**config.mk**
```make
export PLATFORM = sky130hd
export DESIGN_NAME = lie_event_latch
export DESIGN_NICKNAME = d
export VERILOG_FILES = /design/src/inc/lie_pkg.sv /design/src/logic/lie_edge_detect.sv /design/src/logic/lie_axil_slave.sv /design/src/logic/lie_event_latch.sv
export SDC_FILE = /design/constraint.sdc
export NUM_CORES = 1
export LEC_CHECK = 0
export BUFFER_PORTS_ARGS = -buffer_cell sky130_fd_sc_hd__buf_2
export CAP_MARGIN = 20
export CORE_AREA = 4 4 189 118
export CTS_CLUSTER_DIAMETER = 80
export DETAILED_ROUTE_END_ITERATION = 12
export DIE_AREA = 0 0 193 122
export GPL_ROUTABILITY_DRIVEN = 0
export PLACE_DENSITY = 0.57
export SLEW_MARGIN = 20
export SYNTH_ARGS = -nofsm -noshare
export SYNTH_HDL_FRONTEND = slang
export SYNTH_SLANG_ARGS = --single-unit
```
**constraint.sdc**
```tcl
create_clock -name aclk -period 3.9 [get_ports aclk]
set_input_delay 0.39 -clock aclk [delete_from_list [all_inputs] [get_ports aclk]]
set_output_delay 0.39 -clock aclk [all_outputs]
set_load 0.005 [all_outputs]
```
**src/inc/lie_pkg.sv**
```systemverilog
package lie_pkg;

  // Bus geometry
  localparam int          AXI_ADDR_W  = 8;
  localparam int          AXI_DATA_W  = 32;
  localparam int          AXI_STRB_W  = AXI_DATA_W / 8;
  localparam logic [1:0]  RESP_OKAY   = 2'h0;
  localparam logic [1:0]  RESP_SLVERR = 2'h2;

  // Register map (byte addresses)
  localparam logic [7:0] EVENT_SET_OFS   = 8'h80;
  localparam logic [7:0] EVENT_CLEAR_OFS = 8'h84;
  localparam logic [7:0] MASK_SET_OFS    = 8'h88;
  localparam logic [7:0] MASK_CLEAR_OFS  = 8'h8c;
  localparam logic [7:0] LINK_CTRL_OFS   = 8'h90;
  localparam logic [7:0] EVENT_RAW_OFS   = 8'h94;

  // Event bit positions
  localparam int SOFT_INT_BIT = 29;
  localparam int LATE_ACK_BIT = 27;
  localparam int PHY_REG_BIT  = 26;
  localparam int OVERLONG_BIT = 25;
  localparam int FATAL_BIT    = 24;
  localparam int MISMATCH_BIT = 23;

  // Link control bit positions
  localparam int LATE_ACK_EN_BIT  = 29;
  localparam int CYCLE_MASTER_BIT = 21;

  // Implemented bits and reset values
  localparam logic [31:0] EVENT_IMPL_MASK = 32'h2f80_0000;
  localparam logic [31:0] CTRL_IMPL_MASK  = 32'h2020_0000;
  localparam logic [31:0] EVENT_RESET     = 32'h0000_0000;
  localparam logic [31:0] MASK_RESET      = 32'h0000_0000;
  localparam logic [31:0] CTRL_RESET      = 32'h0000_0000;

  // Cycle timer field widths
  localparam int SECONDS_W = 7;
  localparam int COUNT_W   = 13;

  // Timing
  localparam int CLK_PERIOD_NS       = 4;
  localparam int OVERLONG_TIME_NS    = 125000;
  localparam int OVERLONG_CYCLES_DEF = OVERLONG_TIME_NS / CLK_PERIOD_NS;

  // Edge-detected source slots
  localparam int SRC_LATE_ACK = 0;
  localparam int SRC_PHY_REG  = 1;
  localparam int SRC_OVERLONG = 2;
  localparam int SRC_MISMATCH = 3;
  localparam int SRC_N        = 4;

  typedef enum logic [1:0] {
    TMR_IDLE = 2'h1,
    TMR_RUN  = 2'h2
  } lie_tmr_e;

  // Write data restricted to the byte lanes that are strobed
  function automatic logic [31:0] lie_strobe_mask(input logic [31:0] data,
                                                  input logic [3:0]  strb);
    logic [31:0] m;
    m = 32'h0;
    for (int i = 0; i < 4; i++) begin
      m[i*8 +: 8] = strb[i] ? data[i*8 +: 8] : 8'h00;
    end
    return m;
  endfunction

  // Word-aligned address compare
  function automatic logic lie_addr_hit(input logic [7:0] addr, input logic [7:0] ofs);
    return addr[7:2] == ofs[7:2];
  endfunction

endpackage

```
**src/logic/lie_edge_detect.sv**
```systemverilog
`timescale 1ns/1ps
module lie_edge_detect #(
  parameter int W = 4
) (
  // Clock and reset
  input  wire logic         aclk,
  input  wire logic         aresetn,
  // Levels in, one-cycle rising edges out
  input  wire logic [W-1:0] level,
  output logic      [W-1:0] rise
);

  logic [W-1:0] prev_reg;
  logic [W-1:0] prev_next;

  always_comb begin
    prev_next = level;
    rise      = level & ~prev_reg;
  end

  always_ff @(posedge aclk) begin
    if (!aresetn) begin
      prev_reg <= '0;
    end else begin
      prev_reg <= prev_next;
    end
  end

endmodule

```
**src/logic/lie_axil_slave.sv**
```systemverilog
`timescale 1ns/1ps
module lie_axil_slave
  import lie_pkg::*;
(
  // Clock and reset
  input  wire logic                  aclk,
  input  wire logic                  aresetn,
  // Write address and data
  input  wire logic                  s_axi_awvalid,
  output logic                       s_axi_awready,
  input  wire logic [AXI_ADDR_W-1:0] s_axi_awaddr,
  input  wire logic                  s_axi_wvalid,
  output logic                       s_axi_wready,
  input  wire logic [AXI_DATA_W-1:0] s_axi_wdata,
  input  wire logic [AXI_STRB_W-1:0] s_axi_wstrb,
  // Write response
  output logic                       s_axi_bvalid,
  input  wire logic                  s_axi_bready,
  output logic [1:0]                 s_axi_bresp,
  // Read address and data
  input  wire logic                  s_axi_arvalid,
  output logic                       s_axi_arready,
  input  wire logic [AXI_ADDR_W-1:0] s_axi_araddr,
  output logic                       s_axi_rvalid,
  input  wire logic                  s_axi_rready,
  output logic [AXI_DATA_W-1:0]      s_axi_rdata,
  output logic [1:0]                 s_axi_rresp,
  // Register-side strobes
  output logic                       wr_en,
  output logic [AXI_ADDR_W-1:0]      wr_addr,
  output logic [AXI_DATA_W-1:0]      wr_data,
  output logic [AXI_STRB_W-1:0]      wr_strb,
  input  wire logic                  wr_ok,
  output logic                       rd_en,
  output logic [AXI_ADDR_W-1:0]      rd_addr,
  input  wire logic [AXI_DATA_W-1:0] rd_data,
  input  wire logic                  rd_ok
);

  logic                  aw_held_reg, aw_held_next;
  logic [AXI_ADDR_W-1:0] awaddr_reg,  awaddr_next;
  logic                  w_held_reg,  w_held_next;
  logic [AXI_DATA_W-1:0] wdata_reg,   wdata_next;
  logic [AXI_STRB_W-1:0] wstrb_reg,   wstrb_next;
  logic                  bvalid_reg,  bvalid_next;
  logic [1:0]            bresp_reg,   bresp_next;
  logic                  rvalid_reg,  rvalid_next;
  logic [AXI_DATA_W-1:0] rdata_reg,   rdata_next;
  logic [1:0]            rresp_reg,   rresp_next;

  assign s_axi_awready = !aw_held_reg;
  assign s_axi_wready  = !w_held_reg;
  assign s_axi_arready = !rvalid_reg;
  assign s_axi_bvalid  = bvalid_reg;
  assign s_axi_bresp   = bresp_reg;
  assign s_axi_rvalid  = rvalid_reg;
  assign s_axi_rdata   = rdata_reg;
  assign s_axi_rresp   = rresp_reg;
  assign wr_addr       = awaddr_reg;
  assign wr_data       = wdata_reg;
  assign wr_strb       = wstrb_reg;
  assign rd_addr       = s_axi_araddr;

  // Address and data are held separately; the write fires once both are in
  always_comb begin
    aw_held_next = aw_held_reg;
    awaddr_next  = awaddr_reg;
    w_held_next  = w_held_reg;
    wdata_next   = wdata_reg;
    wstrb_next   = wstrb_reg;
    bvalid_next  = bvalid_reg;
    bresp_next   = bresp_reg;
    wr_en        = aw_held_reg && w_held_reg && !bvalid_reg;
    if (s_axi_awvalid && !aw_held_reg) begin
      aw_held_next = 1'b1;
      awaddr_next  = s_axi_awaddr;
    end
    if (s_axi_wvalid && !w_held_reg) begin
      w_held_next = 1'b1;
      wdata_next  = s_axi_wdata;
      wstrb_next  = s_axi_wstrb;
    end
    if (bvalid_reg && s_axi_bready) begin
      bvalid_next = 1'b0;
    end
    if (wr_en) begin
      aw_held_next = 1'b0;
      w_held_next  = 1'b0;
      bvalid_next  = 1'b1;
      bresp_next   = wr_ok ? RESP_OKAY : RESP_SLVERR;
    end
  end

  // Read data are captured on the address handshake
  always_comb begin
    rvalid_next = rvalid_reg;
    rdata_next  = rdata_reg;
    rresp_next  = rresp_reg;
    rd_en       = s_axi_arvalid && !rvalid_reg;
    if (rvalid_reg && s_axi_rready) begin
      rvalid_next = 1'b0;
    end
    if (rd_en) begin
      rvalid_next = 1'b1;
      rdata_next  = rd_data;
      rresp_next  = rd_ok ? RESP_OKAY : RESP_SLVERR;
    end
  end

  always_ff @(posedge aclk) begin
    if (!aresetn) begin
      aw_held_reg <= 1'b0;
      awaddr_reg  <= '0;
      w_held_reg  <= 1'b0;
      wdata_reg   <= '0;
      wstrb_reg   <= '0;
      bvalid_reg  <= 1'b0;
      bresp_reg   <= RESP_OKAY;
      rvalid_reg  <= 1'b0;
      rdata_reg   <= '0;
      rresp_reg   <= RESP_OKAY;
    end else begin
      aw_held_reg <= aw_held_next;
      awaddr_reg  <= awaddr_next;
      w_held_reg  <= w_held_next;
      wdata_reg   <= wdata_next;
      wstrb_reg   <= wstrb_next;
      bvalid_reg  <= bvalid_next;
      bresp_reg   <= bresp_next;
      rvalid_reg  <= rvalid_next;
      rdata_reg   <= rdata_next;
      rresp_reg   <= rresp_next;
    end
  end

endmodule

```
**src/logic/lie_event_latch.sv**
```systemverilog
`timescale 1ns/1ps
// Operation
// - Source edge or set-address write sets bit
// - Only write-one at clear address clears
// - Event set/clear reads return events ANDed with mask
// - Bits 31 and 30 read zero
// - Bit 28 reads zero
// - Bit 29 is software-only interrupt source
// - Late-ack conditions set bit 27 when enabled
// - PHY register byte arrival sets bit 26
// - Cycle master overrun past 125 us sets 25
// - Overrun also clears cycle master enable
// - Subunit-stopping error sets bit 24
// - Bit 24 blocks offending contexts' events
// - Received cycle time mismatch sets bit 23
module lie_event_latch
  import lie_pkg::*;
#(
  parameter int OVERLONG_CYCLES = OVERLONG_CYCLES_DEF,
  parameter int CTX_N           = 4
) (
  // Clock and reset
  input  wire logic                  aclk,
  input  wire logic                  aresetn,
  // AXI4-Lite slave
  input  wire logic                  s_axi_awvalid,
  output logic                       s_axi_awready,
  input  wire logic [AXI_ADDR_W-1:0] s_axi_awaddr,
  input  wire logic                  s_axi_wvalid,
  output logic                       s_axi_wready,
  input  wire logic [AXI_DATA_W-1:0] s_axi_wdata,
  input  wire logic [AXI_STRB_W-1:0] s_axi_wstrb,
  output logic                       s_axi_bvalid,
  input  wire logic                  s_axi_bready,
  output logic [1:0]                 s_axi_bresp,
  input  wire logic                  s_axi_arvalid,
  output logic                       s_axi_arready,
  input  wire logic [AXI_ADDR_W-1:0] s_axi_araddr,
  output logic                       s_axi_rvalid,
  input  wire logic                  s_axi_rready,
  output logic [AXI_DATA_W-1:0]      s_axi_rdata,
  output logic [1:0]                 s_axi_rresp,
  // Late acknowledge conditions
  input  wire logic                  rx_fifo_pending,
  input  wire logic                  phys_resp_busy,
  input  wire logic                  ack_tardy_sent,
  // PHY register byte arrival
  input  wire logic                  phy_reg_byte_received,
  // Cycle master timing
  input  wire logic                  cycle_start_tx_begin,
  input  wire logic                  subaction_gap_end,
  // Received cycle start check
  input  wire logic                  cycle_start_rx,
  input  wire logic [SECONDS_W-1:0]  rx_cycle_seconds,
  input  wire logic [COUNT_W-1:0]    rx_cycle_count,
  input  wire logic [SECONDS_W-1:0]  cycle_seconds_field,
  input  wire logic [COUNT_W-1:0]    cycle_count_field,
  // Context errors
  input  wire logic [CTX_N-1:0]      ctx_dead,
  output logic [CTX_N-1:0]           ctx_event_block,
  // Control outputs and interrupt
  output logic                       late_ack_event_enable,
  output logic                       cycle_master_enable,
  output logic                       irq
);

  localparam int SRC_W = SRC_N + CTX_N;
  localparam int CNT_W = $clog2(OVERLONG_CYCLES + 1);

  logic                  wr_en, wr_ok, rd_en, rd_ok;
  logic [AXI_ADDR_W-1:0] wr_addr, rd_addr;
  logic [AXI_DATA_W-1:0] wr_data, rd_data;
  logic [AXI_STRB_W-1:0] wr_strb;
  logic [31:0]           wr_mask, set_sw, clr_sw, ev_hw, gated_events;
  logic [31:0]           event_reg, event_next;
  logic [31:0]           mask_reg, mask_next;
  logic [31:0]           ctrl_reg, ctrl_next;
  logic [CTX_N-1:0]      dead_cause_reg, dead_cause_next;
  logic [SRC_W-1:0]      src_level, src_rise;
  logic [CTX_N-1:0]      ctx_rise;
  logic                  late_ack_level, mismatch_level, overlong_hit;
  lie_tmr_e              tmr_state_reg, tmr_state_next;
  logic [CNT_W-1:0]      tmr_cnt_reg, tmr_cnt_next;

  lie_axil_slave u_axil (
    .aclk          (aclk),
    .aresetn       (aresetn),
    .s_axi_awvalid (s_axi_awvalid),
    .s_axi_awready (s_axi_awready),
    .s_axi_awaddr  (s_axi_awaddr),
    .s_axi_wvalid  (s_axi_wvalid),
    .s_axi_wready  (s_axi_wready),
    .s_axi_wdata   (s_axi_wdata),
    .s_axi_wstrb   (s_axi_wstrb),
    .s_axi_bvalid  (s_axi_bvalid),
    .s_axi_bready  (s_axi_bready),
    .s_axi_bresp   (s_axi_bresp),
    .s_axi_arvalid (s_axi_arvalid),
    .s_axi_arready (s_axi_arready),
    .s_axi_araddr  (s_axi_araddr),
    .s_axi_rvalid  (s_axi_rvalid),
    .s_axi_rready  (s_axi_rready),
    .s_axi_rdata   (s_axi_rdata),
    .s_axi_rresp   (s_axi_rresp),
    .wr_en         (wr_en),
    .wr_addr       (wr_addr),
    .wr_data       (wr_data),
    .wr_strb       (wr_strb),
    .wr_ok         (wr_ok),
    .rd_en         (rd_en),
    .rd_addr       (rd_addr),
    .rd_data       (rd_data),
    .rd_ok         (rd_ok)
  );

  // Source levels; each event latches on the rising edge of its level
  assign late_ack_level = late_ack_event_enable
                          & (rx_fifo_pending | phys_resp_busy | ack_tardy_sent);
  assign mismatch_level = cycle_start_rx && ((rx_cycle_seconds != cycle_seconds_field)
                          || (rx_cycle_count != cycle_count_field));
  assign src_level = {ctx_dead, mismatch_level, overlong_hit,
                      phy_reg_byte_received, late_ack_level};
  assign ctx_rise  = src_rise[SRC_W-1:SRC_N];

  lie_edge_detect #(
    .W (SRC_W)
  ) u_edge (
    .aclk    (aclk),
    .aresetn (aresetn),
    .level   (src_level),
    .rise    (src_rise)
  );

  // Write decode
  always_comb begin
    wr_mask = lie_strobe_mask(wr_data, wr_strb);
    set_sw  = (wr_en && lie_addr_hit(wr_addr, EVENT_SET_OFS))   ? wr_mask : 32'h0;
    clr_sw  = (wr_en && lie_addr_hit(wr_addr, EVENT_CLEAR_OFS)) ? wr_mask : 32'h0;
    wr_ok   = lie_addr_hit(wr_addr, EVENT_SET_OFS) || lie_addr_hit(wr_addr, EVENT_CLEAR_OFS)
           || lie_addr_hit(wr_addr, MASK_SET_OFS) || lie_addr_hit(wr_addr, MASK_CLEAR_OFS)
           || lie_addr_hit(wr_addr, LINK_CTRL_OFS) || lie_addr_hit(wr_addr, EVENT_RAW_OFS);
  end

  // Event, mask, control and dead-context state
  always_comb begin
    ev_hw               = 32'h0;
    ev_hw[LATE_ACK_BIT] = src_rise[SRC_LATE_ACK];
    ev_hw[PHY_REG_BIT]  = src_rise[SRC_PHY_REG];
    ev_hw[OVERLONG_BIT] = src_rise[SRC_OVERLONG];
    ev_hw[FATAL_BIT]    = |ctx_rise;
    ev_hw[MISMATCH_BIT] = src_rise[SRC_MISMATCH];
    // A set in the same cycle as a clear wins
    event_next = ((event_reg & ~clr_sw) | ev_hw | set_sw) & EVENT_IMPL_MASK;
    mask_next  = mask_reg;
    if (wr_en && lie_addr_hit(wr_addr, MASK_SET_OFS)) begin
      mask_next = (mask_reg | wr_mask) & EVENT_IMPL_MASK;
    end
    if (wr_en && lie_addr_hit(wr_addr, MASK_CLEAR_OFS)) begin
      mask_next = mask_reg & ~wr_mask;
    end
    ctrl_next = ctrl_reg;
    if (wr_en && lie_addr_hit(wr_addr, LINK_CTRL_OFS)) begin
      ctrl_next = ((ctrl_reg & ~lie_strobe_mask(32'hffff_ffff, wr_strb))
                   | wr_mask) & CTRL_IMPL_MASK;
    end
    if (overlong_hit) begin
      ctrl_next[CYCLE_MASTER_BIT] = 1'b0;
    end
    dead_cause_next = event_next[FATAL_BIT] ? (dead_cause_reg | ctx_rise) : '0;
  end

  always_ff @(posedge aclk) begin
    if (!aresetn) begin
      event_reg      <= EVENT_RESET;
      mask_reg       <= MASK_RESET;
      ctrl_reg       <= CTRL_RESET;
      dead_cause_reg <= '0;
    end else begin
      event_reg      <= event_next;
      mask_reg       <= mask_next;
      ctrl_reg       <= ctrl_next;
      dead_cause_reg <= dead_cause_next;
    end
  end

  assign late_ack_event_enable = ctrl_reg[LATE_ACK_EN_BIT];
  assign cycle_master_enable   = ctrl_reg[CYCLE_MASTER_BIT];
  assign ctx_event_block       = {CTX_N{event_reg[FATAL_BIT]}} & dead_cause_reg;
  assign gated_events          = event_reg & mask_reg & EVENT_IMPL_MASK;
  assign irq                   = |gated_events;

  // Read decode
  always_comb begin
    rd_data = 32'h0;
    rd_ok   = 1'b1;
    if (lie_addr_hit(rd_addr, EVENT_SET_OFS) || lie_addr_hit(rd_addr, EVENT_CLEAR_OFS)) begin
      rd_data = gated_events;
    end else if (lie_addr_hit(rd_addr, MASK_SET_OFS)
                 || lie_addr_hit(rd_addr, MASK_CLEAR_OFS)) begin
      rd_data = mask_reg;
    end else if (lie_addr_hit(rd_addr, LINK_CTRL_OFS)) begin
      rd_data = ctrl_reg;
    end else if (lie_addr_hit(rd_addr, EVENT_RAW_OFS)) begin
      rd_data = event_reg;
    end else begin
      rd_ok = 1'b0;
    end
  end

  // Cycle master watchdog: from cycle start transmit to the next subaction gap end
  always_comb begin
    tmr_state_next = tmr_state_reg;
    tmr_cnt_next   = tmr_cnt_reg;
    overlong_hit   = 1'b0;
    case (tmr_state_reg)
      TMR_IDLE: begin
        if (cycle_master_enable && cycle_start_tx_begin) begin
          tmr_state_next = TMR_RUN;
          tmr_cnt_next   = '0;
        end
      end
      TMR_RUN: begin
        tmr_cnt_next = tmr_cnt_reg + 1'b1;
        if (!cycle_master_enable || subaction_gap_end) begin
          tmr_state_next = TMR_IDLE;
        end else if (tmr_cnt_reg == CNT_W'(OVERLONG_CYCLES)) begin
          overlong_hit   = 1'b1;
          tmr_state_next = TMR_IDLE;
        end
      end
      default: begin
        tmr_state_next = TMR_IDLE;
      end
    endcase
  end

  always_ff @(posedge aclk) begin
    if (!aresetn) begin
      tmr_state_reg <= TMR_IDLE;
      tmr_cnt_reg   <= '0;
    end else begin
      tmr_state_reg <= tmr_state_next;
      tmr_cnt_reg   <= tmr_cnt_next;
    end
  end

  sw_set_a: assert property (@(posedge aclk) disable iff (!aresetn)
    set_sw[SOFT_INT_BIT] |=> event_reg[SOFT_INT_BIT])
    else $error("set-address write did not set software bit");

  clear_only_a: assert property (@(posedge aclk) disable iff (!aresetn)
    event_reg[FATAL_BIT] && !clr_sw[FATAL_BIT] |=> event_reg[FATAL_BIT])
    else $error("event bit cleared without clear write");

  read_gated_a: assert property (@(posedge aclk) disable iff (!aresetn)
    rd_en && lie_addr_hit(rd_addr, EVENT_CLEAR_OFS)
    |=> s_axi_rdata == ($past(event_reg) & $past(mask_reg)))
    else $error("event read not gated by mask");

  rsvd_zero_a: assert property (@(posedge aclk) disable iff (!aresetn)
    rd_en && lie_addr_hit(rd_addr, EVENT_SET_OFS)
    |=> s_axi_rdata[31:30] == 2'h0 && !s_axi_rdata[28])
    else $error("reserved event bits read nonzero");

  soft_only_a: assert property (@(posedge aclk) disable iff (!aresetn)
    !event_reg[SOFT_INT_BIT] && !set_sw[SOFT_INT_BIT] |=> !event_reg[SOFT_INT_BIT])
    else $error("software bit set by hardware");

  late_ack_a: assert property (@(posedge aclk) disable iff (!aresetn)
    $rose(event_reg[LATE_ACK_BIT])
    |-> $past(late_ack_event_enable) || $past(set_sw[LATE_ACK_BIT]))
    else $error("late-ack event while disabled");

  phy_reg_a: assert property (@(posedge aclk) disable iff (!aresetn)
    $rose(phy_reg_byte_received) |=> event_reg[PHY_REG_BIT])
    else $error("PHY register arrival not latched");

  overlong_latch_a: assert property (@(posedge aclk) disable iff (!aresetn)
    overlong_hit |=> event_reg[OVERLONG_BIT] && !cycle_master_enable)
    else $error("overrun did not latch or stop cycle master");

  overlong_time_a: assert property (@(posedge aclk) disable iff (!aresetn)
    overlong_hit |-> tmr_cnt_reg == CNT_W'(OVERLONG_CYCLES) && !subaction_gap_end)
    else $error("overrun flagged at wrong time");

  fatal_block_a: assert property (@(posedge aclk) disable iff (!aresetn)
    |ctx_rise |=> event_reg[FATAL_BIT]
    && ((ctx_event_block & $past(ctx_rise)) == $past(ctx_rise)))
    else $error("dead context not latched or not blocked");

  mismatch_latch_a: assert property (@(posedge aclk) disable iff (!aresetn)
    mismatch_level && !$past(mismatch_level) |=> event_reg[MISMATCH_BIT])
    else $error("cycle time mismatch not latched");

  irq_follow_a: assert property (@(posedge aclk) disable iff (!aresetn)
    set_sw[PHY_REG_BIT] && mask_reg[PHY_REG_BIT] |=> irq)
    else $error("interrupt not raised for unmasked event");

endmodule

```
==> summary.txt <==
Cells and area
  • Layout cells sized above 1: 0.226
  • Commonest non-fill, non-tap cell in the layout: nand2_1
  • Fin area: between 7000 and 8000 sq um
  • Most frequent cells in the layout: nand2_1 (155), buf_2 (151), dfxtp_1 (149), nor2_1 (97), a21oi_1 (86)
  • Nets: around 990
  • Final cell count without fillers: about 1200
  • Final Util: 0.369
  • Area grow syn2layout: 24.7%
  • ANT cells: 0

Timing
  • Final Cycle Share: 0.603
  • Fmax: 425 MHz
  • Final TNS setup: 0 ps
  • Slew margin rel.: 0.367
  • Setup repair after global routing missed its margin: no
  • Hold Vio Cnt, Final: 0
  • Fin. max-slew vios: 0
  • Worst Skew: around 13 ps
  • Slew @ Worst Pin: 948 ps
  • Fin crit period: around 2400 ps
  • Final setup viols: 0

Routing
  • Routed Wire Length: about 18000 um
  • Post-DRT Antenna Nets: 0
  • # DRC: 0
  • Vias/cell: ~4.6
  • Via Count: about 5400
  • Wire per inst: between 15 and 20 um
  • Initial DRC count: 471
  • DR pass1 iterations: 6

Synth
  • Avg Synthesized Cell Area: about 8.1 sq um
  • Yosys reg bits: approximately 150
  • YS warnings: 0
  • Synth Cell Area: a little over 6000 sq um
  • Syn Inst Count: 748
  • Primary FF master, synth: dfxtp_1
  • Yosys cell types: 52
  • EDFF count, synth: 0
  • Seq/Total Area, Yosys: 0.490
  • Async SR Flop Fraction: 0

Clock network
  • H-tree levels: 4
  • CTS buffer count: 17
  • TritonCTS clock tree: done
  • Hold Buf Count CTS: 0
  • Clk slew on worst S/H paths: about 70 ps
  • Clock sink total: 149
  • Max clock buf depth: 2
  • Root buf cell: clkbuf_16
  • Post-CTS Resized: 0
  • Post-CTS setup buffers: 0
  • Worst-skew pair later-pin latency: around 430 ps

Global routing
  • Via count of the first global-routing pass: approximately 4900
  • Largest net degree at the start of global routing: 53
  • Total grt overflow: 0
  • GRT Resource Usage Total: 0.153
  • First-pass GRT wire length: about 28000 um
  • Initial antenna violation count: 1

Run status
  • Outcome: finished clean

Worst setup path
  • Worst Setup Start Kind: register
  • Reg2Reg Setup Slack: 1550 ps
  • Worst Path Required: ~4200 ps
  • FF-to-FF End: dead_cause_reg[3]$_SDFF_PN0_
  • Critical Path Fanout Max: 5
  • Crit path arrival time: approximately 2600 ps
  • CP startpoint: u_axil.wr_addr[7]$_SDFFE_PN0P_
  • R2r startpoint: u_axil.wr_addr[7]$_SDFFE_PN0P_
  • Setup crit end: dead_cause_reg[3]$_SDFF_PN0_
  • Kind of critical path: register to register
  • Crit. End Element: register
  • R2r worst-path depth: 5

Floorplan
  • Height of the die: 122 um
  • Die Wd: 193 um
  • Core area: slightly above 20000 sq um
  • # IOs: ~160
  • Rows: 41
  • Area of the die: about 24000 sq um
  • Initial Util: 0.296

Pwr
  • Power Dens Cells: about 440 nW/um^2
  • Peak supply drop: about 320 uV
  • Leakage: just over 3 nW
  • Final Power: 0.00336 W

Placed design
  • Placed cell area: ~7000 sq um
  • Buffers on Ports: approximately 150
  • Placed Cells: approximately 1100
  • Post-DP HPWL: between 10000 and 15000 um

Min path
  • Tightest Hold Check Type: input port to register

Run
  • Max-capacitance violation count: 0
## metal layers
layer / GRT usage / wire [um]
met5: 0 / 12
met4: 0.0332 / 141
met3: 0.0389 / 1090
met2: 0.175 / 6360
met1: 0.265 / 10200
## area by class of cell
class / count / area (sq um)
Tap cell: 279 / 349
Clock buffer: 19 / 453
Timing Repair Buffer: 158 / 821
Inverter: 12 / 45.0
Fill cell: 2193 / 13000
Sequential cell: 149 / 2980
Clock inverter: 13 / 95.1
Multi-Input combinational cell: 539 / 2840
## how the worst min path moves through the flow
| stage | startpoint | depth (start not counted) | end |
|---|---|---|---|
| final | ctx_dead[2] | 2 | u_edge.prev_reg[6]$_SDFF_PN0_ |
| after global routing | ctx_dead[2] | 2 | u_edge.prev_reg[6]$_SDFF_PN0_ |
| after CTS | ctx_dead[2] | 2 | u_edge.prev_reg[6]$_SDFF_PN0_ |
| after detailed placement | mask_reg[14]$_SDFFE_PN0P_ | 2 | mask_reg[14]$_SDFFE_PN0P_ |
| after global placement | mask_reg[7]$_SDFFE_PN0P_ | 2 | mask_reg[7]$_SDFFE_PN0P_ |
| after floorplan | mask_reg[0]$_SDFFE_PN0P_ | 2 | mask_reg[0]$_SDFFE_PN0P_ |
## cell usage after synthesis, types with 5 or more instances
cell	n	area [sq um]
nand2_1	155	582
o21ai_0	18	90.1
o211ai_1	6	45.0
a21oi_1	86	430
nor4_1	5	31.3
nand4_1	11	68.8
xor2_1	12	105
inv_1	10	37.5
nor2b_1	8	50.1
xnor2_1	8	70.1
and2_1	19	119
dfxtp_1	149	2980
mux2i_1	10	100
a211oi_1	6	45.0
clkbuf_1	38	143
nand3_1	6	30.0
nand2b_1	5	31.3
a21boi_0	5	37.5
a31oi_1	7	43.8
a22oi_1	27	203
nor2_1	97	364
## worst max-delay path, cell delays in order, from the launching register on
cell	delay, ps
dfxtp_1	330
nor3b_1	650
nand4_1	380
o21a_1	270
o21ai_0	500
nor2_1	100
## metrics by stage
stage | hold WS (ps) | setup WS (ps)
detailed placement | 425 | 1560
floorplan | 415 | 2050
global route | 177 | 1380
finish | 170 | 1550
global placement | 422 | 1600
CTS | 161 | 1570
## where the power goes
part / leakage, nW / total [W] / internal (W) / switching [W]
registers: 1.21 / 0.00159 / 0.00156 / 0.0000301
logic: 1.58 / 0.000233 / 0.0000959 / 0.000137
clock network: 0.267 / 0.00154 / 0.000854 / 0.000684
## cells by family after synthesis
| family | count (synthesis) | synth area share |
|---|---|---|
| adders and majority gates | 2 | 0.00411 |
| buffers and inverters | 61 | 0.0434 |
| muxes | 12 | 0.0202 |
| AOI/OAI and AO/OA | 165 | 0.160 |
| xor gates and xnor gates | 20 | 0.0288 |
| DFF | 149 | 0.490 |
| other | 1 | 0.000616 |
| and+or+nand+nor | 338 | 0.253 |
Power figures use the tool's default switching activity.
